**src/rtl/sensor_cmd_pkg.sv**
```systemverilog
// Constants shared by the sensor command and alert logic
package sensor_cmd_pkg;

  // ==========================================================
  // Command codes (register index values)
  localparam logic [7:0] CMD_LOCAL_TEMP = 8'h00;
  localparam logic [7:0] CMD_REMOTE_TEMP = 8'h01;
  localparam logic [7:0] CMD_STATUS = 8'h02;
  localparam logic [7:0] CMD_CFG_RD = 8'h03;
  localparam logic [7:0] CMD_RATE_RD = 8'h04;
  localparam logic [7:0] CMD_LHI_RD = 8'h05;
  localparam logic [7:0] CMD_LLO_RD = 8'h06;
  localparam logic [7:0] CMD_RHI_RD = 8'h07;
  localparam logic [7:0] CMD_RLO_RD = 8'h08;
  localparam logic [7:0] CMD_CFG_WR = 8'h09;
  localparam logic [7:0] CMD_RATE_WR = 8'h0A;
  localparam logic [7:0] CMD_LHI_WR = 8'h0B;
  localparam logic [7:0] CMD_LLO_WR = 8'h0C;
  localparam logic [7:0] CMD_RHI_WR = 8'h0D;
  localparam logic [7:0] CMD_RLO_WR = 8'h0E;
  localparam logic [7:0] CMD_ONE_SHOT = 8'h0F;
  localparam logic [7:0] CMD_REMOTE_FRAC = 8'h10;
  localparam logic [7:0] CMD_LOCAL_FRAC = 8'h11;
  localparam logic [7:0] CMD_PART_ID = 8'hFE;
  localparam logic [7:0] CMD_PART_REV = 8'hFF;

  // ==========================================================
  // Reset values and fixed answers
  localparam logic [7:0] INDEX_RST = 8'h00;
  localparam logic [7:0] RATE_RST = 8'h02;
  localparam logic [7:0] HI_LIMIT_RST = 8'h7F;
  localparam logic [7:0] LO_LIMIT_RST = 8'hC9;
  localparam logic [7:0] UNDEF_READ = 8'h00;
  localparam logic [7:0] TEMP_UNDER = 8'h80;
  // Identity codes: values are arbitrary
  localparam logic [7:0] PART_ID_VAL = 8'h5A;
  localparam logic [7:0] PART_REV_VAL = 8'h01;
  localparam logic [6:0] ALERT_RESP_ADDR = 7'h0C;

  // ==========================================================
  // Configuration and status bit positions
  localparam int IRQ_MASK_BIT = 7;
  localparam int STANDBY_BIT = 6;
  localparam int EXT_RANGE_BIT = 5;
  localparam int SERIES_RES_BIT = 4;
  localparam int CPU_JUNCTION_BIT = 3;
  localparam int BUSY_BIT = 7;
  localparam logic [7:0] CFG_WR_MASK = 8'hF8;
  localparam logic [2:0] RATE_1HZ = 3'h4;
  localparam logic [2:0] RATE_FASTEST = 3'h7;

  // ==========================================================
  // Timing
  localparam int CLK_PERIOD_NS = 100;
  localparam int FAST_INTERVAL_MS = 125;
  localparam int FAST_INTERVAL_CYC =
    FAST_INTERVAL_MS * (1000000 / CLK_PERIOD_NS);
  localparam int STRAP_WAIT = 3;

  // ==========================================================
  // Serial slave states
  typedef enum logic [2:0] {
    ST_IDLE = 3'b000,
    ST_ADDR = 3'b001,
    ST_ACK = 3'b010,
    ST_RX = 3'b011,
    ST_TX = 3'b100,
    ST_TXACK = 3'b101
  } slave_state_e;

endpackage

```
**src/rtl/sensor_command_alert_logic.sv**
```systemverilog
// Serial register bank, conversion control and latched alert of the sensor
// How it works
// RULE1: Alert response reply is latched slave address in bits 7-1, bit 0 one.
// RULE2: Alert latches; released by status read or alert reply once cause gone.
// RULE3: Alert raised on limit trips of either channel and on open diode.
// RULE4: Active alert never stops conversions; results keep updating.
// RULE5: Alert pin only pulls low or releases.
// RULE6: Alert events arise only at conversion end, once per conversion.
// RULE7: Host reads alert response address; pending slaves answer with address.
// RULE8: Arbitration loser stops driving, gives no ack, keeps alert low.
// RULE9: Alert released after full address reply if cause has ended.
// RULE10: Register index resets to zero, so bare reads give local temperature.
// RULE11: One-shot in standby runs one conversion, then stays in standby.
// RULE12: One-shot during a running conversion is ignored.
// RULE13: One-shot in autoconvert restarts the rate timer for a full interval.
// RULE14: Configuration bit 7 set suppresses the alert output; resets zero.
// RULE15: Configuration bit 6 set means standby, clear means autoconvert.
// RULE16: Configuration bit 5 extends the low temperature range to minus 64.
// RULE17: Bit 4 enables series cancellation only at 1 Hz or slower rates.
// RULE18: Host should set bit 3 for a processor junction; resets zero.
// RULE19: Status read clears flags except persisting ones; flags reset zero.
// RULE20: Clearing flags alone never releases the alert while cause persists.
// RULE21: Host reads status no sooner than conversion end, at most 150 ms.
// RULE22: Command byte indexes registers; reads and writes use distinct codes.
// RULE23: Status bit 7 busy, bits 6-3 limit alarms, bit 2 open diode.
// RULE24: Address strap sampled once after reset and held.
// RULE25: Undefined write codes ignored; undefined reads return a fixed value.
module sensor_command_alert_logic #(
  parameter int unsigned FAST_CYCLES = sensor_cmd_pkg::FAST_INTERVAL_CYC
) (
  input wire logic CLK_SYS,
  input wire logic RESET_N,
  input wire logic CLK_EN,
  input wire logic SMB_SCL,
  input wire logic SMB_SDA_IN,
  output logic SMB_SDA_OUT,
  output logic SMB_SDA_OE,
  output logic ALERT_OUT,
  output logic ALERT_OE,
  input wire logic [6:0] ADDR_STRAP,
  output logic CONV_START,
  input wire logic CONV_DONE,
  input wire logic [7:0] LOCAL_TEMP_IN,
  input wire logic [7:0] REMOTE_TEMP_IN,
  input wire logic [7:0] LOCAL_FRAC_IN,
  input wire logic [7:0] REMOTE_FRAC_IN,
  input wire logic DIODE_OPEN_IN,
  output logic EXT_RANGE,
  output logic SERIES_CANCEL,
  output logic CPU_JUNCTION
);

  // ==========================================================
  // Elaboration check
  // Interval is FAST_CYCLES shifted left by up to 7 in a 32-bit timer
  if (FAST_CYCLES < 1 || FAST_CYCLES > 32'h01FFFFFF) begin : g_chk
    $error("FAST_CYCLES out of range");
  end

  // ==========================================================
  // State
  typedef struct packed {
    logic scl_s1;
    logic scl_s2;
    logic scl_d;
    logic sda_s1;
    logic sda_s2;
    logic sda_d;
    sensor_cmd_pkg::slave_state_e state;
    logic [2:0] bitcnt;
    logic [7:0] shreg;
    logic rw;
    logic is_ara;
    logic byte_no;
    logic ack_on;
    logic sda_oe;
    logic [7:0] ptr;
    logic [7:0] cfg;
    logic [7:0] rate;
    logic [7:0] lhi;
    logic [7:0] llo;
    logic [7:0] rhi;
    logic [7:0] rlo;
    logic [7:0] ltemp;
    logic [7:0] rtemp;
    logic [7:0] lfrac;
    logic [7:0] rfrac;
    logic [4:0] flags;
    logic [4:0] cond;
    logic alert;
    logic alert_oe;
    logic busy;
    logic start;
    logic first;
    logic [31:0] timer;
    logic [6:0] strap_s1;
    logic [6:0] strap_s2;
    logic [6:0] my_addr;
    logic [1:0] strap_cnt;
    logic ara_done;
    logic stat_read;
    logic ext_o;
    logic prc_o;
    logic cpu_o;
  } state_s;

  state_s r;
  state_s n;

  // Read mux over the command index
  function automatic logic [7:0] read_reg(input state_s s);
    logic [7:0] v;
    v = sensor_cmd_pkg::UNDEF_READ; // RULE25
    if (s.ptr == sensor_cmd_pkg::CMD_LOCAL_TEMP) v = s.ltemp; // RULE22
    else if (s.ptr == sensor_cmd_pkg::CMD_REMOTE_TEMP) v = s.rtemp;
    else if (s.ptr == sensor_cmd_pkg::CMD_STATUS)
      v = {s.busy, s.flags, 2'b00}; // RULE23
    else if (s.ptr == sensor_cmd_pkg::CMD_CFG_RD) v = s.cfg;
    else if (s.ptr == sensor_cmd_pkg::CMD_RATE_RD) v = s.rate;
    else if (s.ptr == sensor_cmd_pkg::CMD_LHI_RD) v = s.lhi;
    else if (s.ptr == sensor_cmd_pkg::CMD_LLO_RD) v = s.llo;
    else if (s.ptr == sensor_cmd_pkg::CMD_RHI_RD) v = s.rhi;
    else if (s.ptr == sensor_cmd_pkg::CMD_RLO_RD) v = s.rlo;
    else if (s.ptr == sensor_cmd_pkg::CMD_REMOTE_FRAC) v = s.rfrac;
    else if (s.ptr == sensor_cmd_pkg::CMD_LOCAL_FRAC) v = s.lfrac;
    else if (s.ptr == sensor_cmd_pkg::CMD_PART_ID)
      v = sensor_cmd_pkg::PART_ID_VAL;
    else if (s.ptr == sensor_cmd_pkg::CMD_PART_REV)
      v = sensor_cmd_pkg::PART_REV_VAL;
    return v;
  endfunction

  // ==========================================================
  // Next-state logic
  always_comb begin
    logic scl_rise;
    logic scl_fall;
    logic start_c;
    logic stop_c;
    logic [7:0] in_byte;
    logic one_shot;
    logic start_now;
    logic [7:0] lt;
    logic [7:0] rt;
    logic [4:0] new_cond;
    logic [31:0] interval;
    logic [7:0] tx;
    scl_rise = 1'b0;
    scl_fall = 1'b0;
    start_c = 1'b0;
    stop_c = 1'b0;
    in_byte = 8'h00;
    one_shot = 1'b0;
    start_now = 1'b0;
    lt = 8'h00;
    rt = 8'h00;
    new_cond = 5'h00;
    interval = 32'h0;
    tx = 8'h00;
    n = r;
    n.ara_done = 1'b0;
    n.stat_read = 1'b0;
    n.start = 1'b0;

    // Pin synchronisers; only the second stage and its delayed copy feed logic
    n.scl_s1 = SMB_SCL;
    n.scl_s2 = r.scl_s1;
    n.scl_d = r.scl_s2;
    n.sda_s1 = SMB_SDA_IN;
    n.sda_s2 = r.sda_s1;
    n.sda_d = r.sda_s2;
    scl_rise = r.scl_s2 && !r.scl_d;
    scl_fall = !r.scl_s2 && r.scl_d;
    start_c = r.scl_s2 && r.scl_d && !r.sda_s2 && r.sda_d;
    stop_c = r.scl_s2 && r.scl_d && r.sda_s2 && !r.sda_d;
    in_byte = {r.shreg[6:0], r.sda_s2};

    // Address strap capture, once after reset
    n.strap_s1 = ADDR_STRAP;
    n.strap_s2 = r.strap_s1;
    if (r.strap_cnt != 2'(sensor_cmd_pkg::STRAP_WAIT)) begin
      n.strap_cnt = r.strap_cnt + 2'd1;
      n.my_addr = r.strap_s2; // RULE24
    end

    // Serial slave
    if (start_c) begin
      n.state = sensor_cmd_pkg::ST_ADDR;
      n.bitcnt = 3'd0;
      n.sda_oe = 1'b0;
      n.byte_no = 1'b0;
    end else if (stop_c) begin
      n.state = sensor_cmd_pkg::ST_IDLE;
      n.sda_oe = 1'b0;
    end else begin
      case (r.state)
        sensor_cmd_pkg::ST_ADDR: begin
          if (scl_rise) begin
            n.shreg = in_byte;
            n.bitcnt = r.bitcnt + 3'd1;
            if (r.bitcnt == 3'd7) begin
              n.rw = r.sda_s2;
              n.ack_on = 1'b0;
              n.is_ara = 1'b0;
              if (in_byte[7:1] == r.my_addr) begin
                n.state = sensor_cmd_pkg::ST_ACK;
              end else if (in_byte[7:1] ==
                  sensor_cmd_pkg::ALERT_RESP_ADDR && r.sda_s2 &&
                  r.alert) begin
                n.state = sensor_cmd_pkg::ST_ACK; // RULE7
                n.is_ara = 1'b1;
              end else begin
                n.state = sensor_cmd_pkg::ST_IDLE;
              end
            end
          end
        end
        sensor_cmd_pkg::ST_ACK: begin
          if (scl_fall) begin
            if (!r.ack_on) begin
              n.ack_on = 1'b1;
              n.sda_oe = 1'b1;
            end else if (r.rw) begin
              tx = r.is_ara ? {r.my_addr, 1'b1} : read_reg(r); // RULE1
              n.shreg = tx;
              n.sda_oe = !tx[7];
              n.bitcnt = 3'd0;
              n.state = sensor_cmd_pkg::ST_TX;
            end else begin
              n.sda_oe = 1'b0;
              n.bitcnt = 3'd0;
              n.state = sensor_cmd_pkg::ST_RX;
            end
          end
        end
        sensor_cmd_pkg::ST_RX: begin
          if (scl_rise) begin
            n.shreg = in_byte;
            n.bitcnt = r.bitcnt + 3'd1;
            if (r.bitcnt == 3'd7) begin
              n.state = sensor_cmd_pkg::ST_ACK;
              n.ack_on = 1'b0;
              n.byte_no = 1'b1;
              if (!r.byte_no) begin
                n.ptr = in_byte; // RULE22
                one_shot = in_byte == sensor_cmd_pkg::CMD_ONE_SHOT;
              end else if (r.ptr == sensor_cmd_pkg::CMD_CFG_WR) begin
                n.cfg = in_byte & sensor_cmd_pkg::CFG_WR_MASK;
              end else if (r.ptr == sensor_cmd_pkg::CMD_RATE_WR) begin
                n.rate = in_byte;
              end else if (r.ptr == sensor_cmd_pkg::CMD_LHI_WR) begin
                n.lhi = in_byte;
              end else if (r.ptr == sensor_cmd_pkg::CMD_LLO_WR) begin
                n.llo = in_byte;
              end else if (r.ptr == sensor_cmd_pkg::CMD_RHI_WR) begin
                n.rhi = in_byte;
              end else if (r.ptr == sensor_cmd_pkg::CMD_RLO_WR) begin
                n.rlo = in_byte;
              end
            end
          end
        end
        sensor_cmd_pkg::ST_TX: begin
          if (scl_rise && !r.sda_oe && !r.sda_s2 &&
              r.shreg[7]) begin
            n.state = sensor_cmd_pkg::ST_IDLE; // RULE8
          end else if (scl_rise && r.bitcnt == 3'd7) begin
            n.state = sensor_cmd_pkg::ST_TXACK;
            n.ara_done = r.is_ara; // RULE9
            n.stat_read = !r.is_ara &&
              r.ptr == sensor_cmd_pkg::CMD_STATUS;
          end else if (scl_fall) begin
            n.bitcnt = r.bitcnt + 3'd1;
            n.shreg = {r.shreg[6:0], 1'b0};
            n.sda_oe = !r.shreg[6];
          end
        end
        sensor_cmd_pkg::ST_TXACK: begin
          if (scl_fall) begin
            n.sda_oe = 1'b0;
          end else if (scl_rise) begin
            n.ack_on = 1'b1;
            n.state = r.sda_s2 ? sensor_cmd_pkg::ST_IDLE :
              sensor_cmd_pkg::ST_ACK;
          end
        end
        default: begin
          n.state = sensor_cmd_pkg::ST_IDLE;
          n.sda_oe = 1'b0;
        end
      endcase
    end

    // Conversion scheduling
    interval = 32'(FAST_CYCLES) <<
      (sensor_cmd_pkg::RATE_FASTEST - r.rate[2:0]);
    if (r.first) begin
      start_now = 1'b1;
    end else if (one_shot && !r.busy) begin
      start_now = 1'b1; // RULE11 RULE12 RULE13
    end else if (!r.cfg[sensor_cmd_pkg::STANDBY_BIT] && !r.busy &&
        r.timer >= interval - 32'd1) begin
      start_now = 1'b1; // RULE15
    end
    if (start_now) begin
      n.first = 1'b0;
      n.busy = 1'b1;
      n.start = 1'b1;
      n.timer = 32'h0; // RULE13
    end else if (r.cfg[sensor_cmd_pkg::STANDBY_BIT]) begin
      n.timer = 32'h0;
    end else if (r.timer < interval) begin
      n.timer = r.timer + 32'd1;
    end
    if (CONV_DONE) begin
      n.busy = start_now;
    end

    // Result capture and limit comparison
    lt = (!r.cfg[sensor_cmd_pkg::EXT_RANGE_BIT] && LOCAL_TEMP_IN[7]) ?
      sensor_cmd_pkg::TEMP_UNDER : LOCAL_TEMP_IN; // RULE16
    rt = (DIODE_OPEN_IN || (!r.cfg[sensor_cmd_pkg::EXT_RANGE_BIT] &&
      REMOTE_TEMP_IN[7])) ? sensor_cmd_pkg::TEMP_UNDER : REMOTE_TEMP_IN;
    new_cond = {$signed(lt) >= $signed(r.lhi),
      $signed(lt) <= $signed(r.llo),
      $signed(rt) >= $signed(r.rhi),
      $signed(rt) <= $signed(r.rlo), DIODE_OPEN_IN}; // RULE3
    if (CONV_DONE) begin
      n.ltemp = lt; // RULE4
      n.rtemp = rt;
      n.lfrac = LOCAL_FRAC_IN;
      n.rfrac = REMOTE_FRAC_IN;
      n.cond = new_cond;
    end

    // Status flags: new events win over the read clear
    if (r.stat_read) begin
      n.flags = r.flags & r.cond; // RULE19
    end
    if (CONV_DONE) begin
      n.flags = n.flags | new_cond;
    end

    // Alert latch, set only at conversion end
    if (CONV_DONE && new_cond != 5'h00) begin
      n.alert = 1'b1; // RULE6
    end else if ((r.stat_read || r.ara_done) && r.cond == 5'h00) begin
      n.alert = 1'b0; // RULE2 RULE20
    end
    n.alert_oe = n.alert && !n.cfg[sensor_cmd_pkg::IRQ_MASK_BIT]; // RULE14

    // Mode outputs
    n.ext_o = n.cfg[sensor_cmd_pkg::EXT_RANGE_BIT];
    n.prc_o = n.cfg[sensor_cmd_pkg::SERIES_RES_BIT] &&
      n.rate[2:0] <= sensor_cmd_pkg::RATE_1HZ; // RULE17
    n.cpu_o = n.cfg[sensor_cmd_pkg::CPU_JUNCTION_BIT]; // RULE18
  end

  // ==========================================================
  // State register
  always_ff @(posedge CLK_SYS or negedge RESET_N) begin
    if (!RESET_N) begin
      r <= '0;
      r.scl_s1 <= 1'b1;
      r.scl_s2 <= 1'b1;
      r.scl_d <= 1'b1;
      r.sda_s1 <= 1'b1;
      r.sda_s2 <= 1'b1;
      r.sda_d <= 1'b1;
      r.ptr <= sensor_cmd_pkg::INDEX_RST; // RULE10
      r.rate <= sensor_cmd_pkg::RATE_RST;
      r.lhi <= sensor_cmd_pkg::HI_LIMIT_RST;
      r.rhi <= sensor_cmd_pkg::HI_LIMIT_RST;
      r.llo <= sensor_cmd_pkg::LO_LIMIT_RST;
      r.rlo <= sensor_cmd_pkg::LO_LIMIT_RST;
      r.first <= 1'b1;
    end else if (CLK_EN) begin
      r <= n;
    end
  end

  // Pin drivers: only ever pull low
  assign SMB_SDA_OUT = 1'b0;
  assign ALERT_OUT = 1'b0; // RULE5
  assign SMB_SDA_OE = r.sda_oe;
  assign ALERT_OE = r.alert_oe;
  assign CONV_START = r.start;
  assign EXT_RANGE = r.ext_o;
  assign SERIES_CANCEL = r.prc_o;
  assign CPU_JUNCTION = r.cpu_o;
endmodule

```
**config.mk**
```make
export PLATFORM = sky130hd
export DESIGN_NAME = sensor_command_alert_logic
export DESIGN_NICKNAME = d
export VERILOG_FILES = /design/src/rtl/sensor_cmd_pkg.sv /design/src/rtl/sensor_command_alert_logic.sv
export SDC_FILE = /design/constraint.sdc
export NUM_CORES = 1
export LEC_CHECK = 0
export BUFFER_PORTS_ARGS = -buffer_cell sky130_fd_sc_hd__buf_2
export CORE_MARGIN = 1.5
export CORE_UTILIZATION = 50
export DETAILED_ROUTE_END_ITERATION = 10
export PLACE_DENSITY_LB_ADDON = 0.05
export SLEW_MARGIN = 20
export SYNTH_ARGS = -nofsm -noshare
export SYNTH_HDL_FRONTEND = slang
export SYNTH_SLANG_ARGS = --single-unit
```
**constraint.sdc**
```tcl
create_clock -name CLK_SYS -period 4.7 [get_ports CLK_SYS]
set_input_delay 0.235 -clock CLK_SYS [delete_from_list [all_inputs] [get_ports CLK_SYS]]
set_output_delay 0.235 -clock CLK_SYS [all_outputs]
set_load 0.02 [all_outputs]
```
==> flow_metrics.env <==
export IMPL_total_power_uw=3830
export IMPL_worst_hold_path_type="input pin to flop"
export IMPL_diodes=0
export IMPL_max_cap_violations=0
export IMPL_min_period_over_period=0.935
export IMPL_powerDensity_mw_per_mm2=293
export IMPL_drtAntennaViolNets=0
export IMPL_dp_cells=1557
export IMPL_worst_pin_slew_ns=0.910
export IMPL_synth_edff_count=0
export IMPL_relSlewSlack=0.393
export IMPL_place_detailed_hpwl_um=24300
export IMPL_postRouteWirelength_um=32900
export IMPL_pin_count=54
export IMPL_path_class="flop to flop"
export IMPL_yosysSeqAreaShare=0.391
export IMPL_ys_ff_latch=183
export IMPL_initial_core_util=0.506
export IMPL_rsz0062_at_grt="false"
export IMPL_rr_worst_depth=19
export IMPL_cp_cell_sequence="inv_1 -> ha_1 -> buf_4 -> or3_1 -> a211o_1 -> nor2_1 -> nand2_1 -> a21oi_1 -> xnor2_1 -> ha_1 -> a21oi_1 -> o21ai_0 -> a211oi_2 -> o21ai_0 -> a21oi_2 -> a211oi_4 -> buf_4 -> buf_4 -> o31ai_1"
export IMPL_nets=1397
export IMPL_cts_inserted_buffers=17
export IMPL_synthFlopType="dfrtp_1"
export IMPL_yosys_warnings=0
export IMPL_finalInstanceArea_mm2=0.0131
export IMPL_dieArea_mm2=0.0245
export IMPL_path_common_cell="buf_4"
export IMPL_postSynthAreaPerCell_um2=9.65
export IMPL_skew_ns=0.0190
export IMPL_drt_first_iter_violations=694
export IMPL_synth_cell_types=83
export IMPL_drc=0
export IMPL_cp_max_fo=8
export IMPL_cp_required_ns=5.06
export IMPL_finalSetupTns_ns=0
export IMPL_hold_violations=0
export IMPL_io_buffers=51
export IMPL_clockBufferDepth=2
export IMPL_grt_max_degree=110
export IMPL_grt_first_pass_wirelength_um=52400
export IMPL_max_stage_delay_ns=0.53
export IMPL_coreArea_mm2=0.0233
export IMPL_grt_overflow=0
export IMPL_rows=56
export IMPL_netlist_instances=1223
export IMPL_place_area_mm2=0.0124
export IMPL_peakVddDrop_uv=229
export IMPL_max_freq_mhz=228
export IMPL_endpoint_kind="flop"
export IMPL_num_vias=9451
export IMPL_p_leak_uw=0.00581
export IMPL_drv_slew=0
export IMPL_cts_root_buffer="clkbuf_16"
export IMPL_clk_pin_slew_ns=0.09
export IMPL_synth_area_leaders="dfrtp_1 (32%), mux2_2 (9.8%), ha_1 (9.5%)"
export IMPL_sequential_cell_area_mm2=0.00462
export IMPL_netlist_top_cell_by_area="dfrtp_1"
export IMPL_worst_path_buf_inv=4
export IMPL_die_h_um=157
export IMPL_crit_slowest_cell="dfstp_2"
export IMPL_worstSetupStartpointType="flop"
export IMPL_clock_sinks=183
export IMPL_cp_arrival_ns=4.75
export IMPL_die_x_um=157
export IMPL_setup_viol=0
export IMPL_synthArstFlopShare=1.00
export IMPL_grt_use_total=0.282
export IMPL_drive_above_1_share=0.207
export IMPL_grt_pass1_vias=9376
export IMPL_yosysTopAreaCellShare=0.324
export IMPL_gp_congestion=0.961
export IMPL_cts_tree="built"
export IMPL_n_fill_cell=2198
export IMPL_hold_depth=2
export IMPL_cp_depth=19
export IMPL_antenna_found_initial=0
export IMPL_finalCriticalPeriod_ns=4.39
export IMPL_syn_area_mm2=0.0118
export IMPL_htreeDepth=4
export IMPL_multi_input_comb_area_mm2=0.00674
export IMPL_syn_to_final_growth_pct=10.8
export IMPL_cp_top_family="compound AO/OA/AOI/OAI gates"
export IMPL_wl_per_cell_um=20.6
export IMPL_via_per_inst=5.93
export IMPL_worstSkewPairLatency_ns=0.45
export IMPL_dr_pass1_iters=6
export IMPL_fin_cells=1593
export IMPL_status="finished clean"
-- registers in the layout, indices dropped and copies added (netlist names) --
signal	flops
SERIES_CANCEL	1
CONV_START	1
n	11
ALERT_OE	1
r	168
SMB_SDA_OE	1
-- area by class of cell --
type / count / share of cell area
flip-flops and latches: 183 / 0.353
well taps: 319 / 0.0305
repair buffers: 75 / 0.0363
clock buffers: 18 / 0.0336
clock inverters: 14 / 0.0136
multi-input cells: 922 / 0.515
inverters: 62 / 0.0178
-- cells in the mapped netlist (all sizes together) (19+ instances only) --
cell / number
nand3: 38
inv: 62
nand4: 25
dfstp: 30
nand2: 111
xor2: 29
nor2: 83
a21oi: 66
clkbuf: 43
mux2: 103
and2: 21
o21ai: 71
xnor2: 23
dfrtp: 153
ha: 90
nor2b: 19
nand2b: 20
-- cells by family (layout without fill, tap and decap cells) --
kind of cell,Yosys count,count (layout),synth area share
AOI/OAI and AO/OA,268,268,0.152
xor gates and xnor gates,52,52,0.0386
adders and majority gates,91,91,0.0964
buffers and inverters,122,169,0.0417
DFF,183,183,0.391
muxes,121,121,0.115
other,2,6,0.000637
and+or+nand+nor,384,384,0.164
-- cells in the final DEF (no fill, tap or decap), drive strengths merged, types with 23 or more instances in the layout --
cell type and instances:
nand4 25, dfrtp 153, inv 68, mux2 103, nand2 111, nor2 83, nand3 38, xor2 29
ha 90, buf 72, dfstp 30, a21oi 66, xnor2 23, o21ai 71
-- repair_timing --
action	in CTS	in global routing
hold buffers	2	0
endpoints found under the hold margin	86	0
resized for setup	0	4
setup buffers	0	2
endpoints found under the setup margin	0	30
-- routing by layer --
metal | share of wire | vias up | global-route usage
li1 | - | 4491 | -
met1 | 0.43 | 4630 | 0.356
met2 | 0.49 | 254 | 0.482
met3 | 0.042 | 76 | 0.0426
met4 | 0.037 | 0 | 0.119
met5 | 0 | - | 0
-- where the power goes --
group          leakage [uW]  switching, uW  internal [uW]
registers           0.00227            164           1720
logic               0.00323            252            222
clock network      0.000300            739            738
total               0.00581           1150           2680
-- path summary, 6_finish.rpt --
check / from / end / slack, ns
setup / recovery: r[140]$_DFFE_PN1P_ / r[28]$_DFFE_PN0P_ / 0.31
hold / removal: ADDR_STRAP[0] / n[14]$_DFFE_PN0P_ / 0.01
setup reg to reg: r[140]$_DFFE_PN1P_ / r[28]$_DFFE_PN0P_ / 0.31
hold reg to reg: r[85]$_DFFE_PN0P_ / r[85]$_DFFE_PN0P_ / 0.49
max in group asynchronous: RESET_N / r[136]$_DFFE_PN1P_ / 3.07
min in group asynchronous: RESET_N / r[45]$_DFFE_PN0P_ / 0.46
-- worst register-to-register path: cells and delay by family (launching register included) --
family / cells / cell delay (ns)
xor+xnor: 1 / 0.14
fa+ha+maj: 2 / 0.59
buf+inv: 4 / 0.65
simple gates: 3 / 0.64
flops: 1 / 0.53
compound gates: 9 / 1.77
-- per-stage QoR --
stage	setup WS [ns]	hold WS (ns)	util
finish	0.307	0.0105	0.561
detailed placement	0.116	0.410	0.532
CTS	0.100	0.00134	0.559
global route	0.0578	0.00403	0.561
global placement	0.198	0.408	0.532
floorplan	0.153	-0.0606	-
Note: power is estimated with default switching activity, not from simulation.
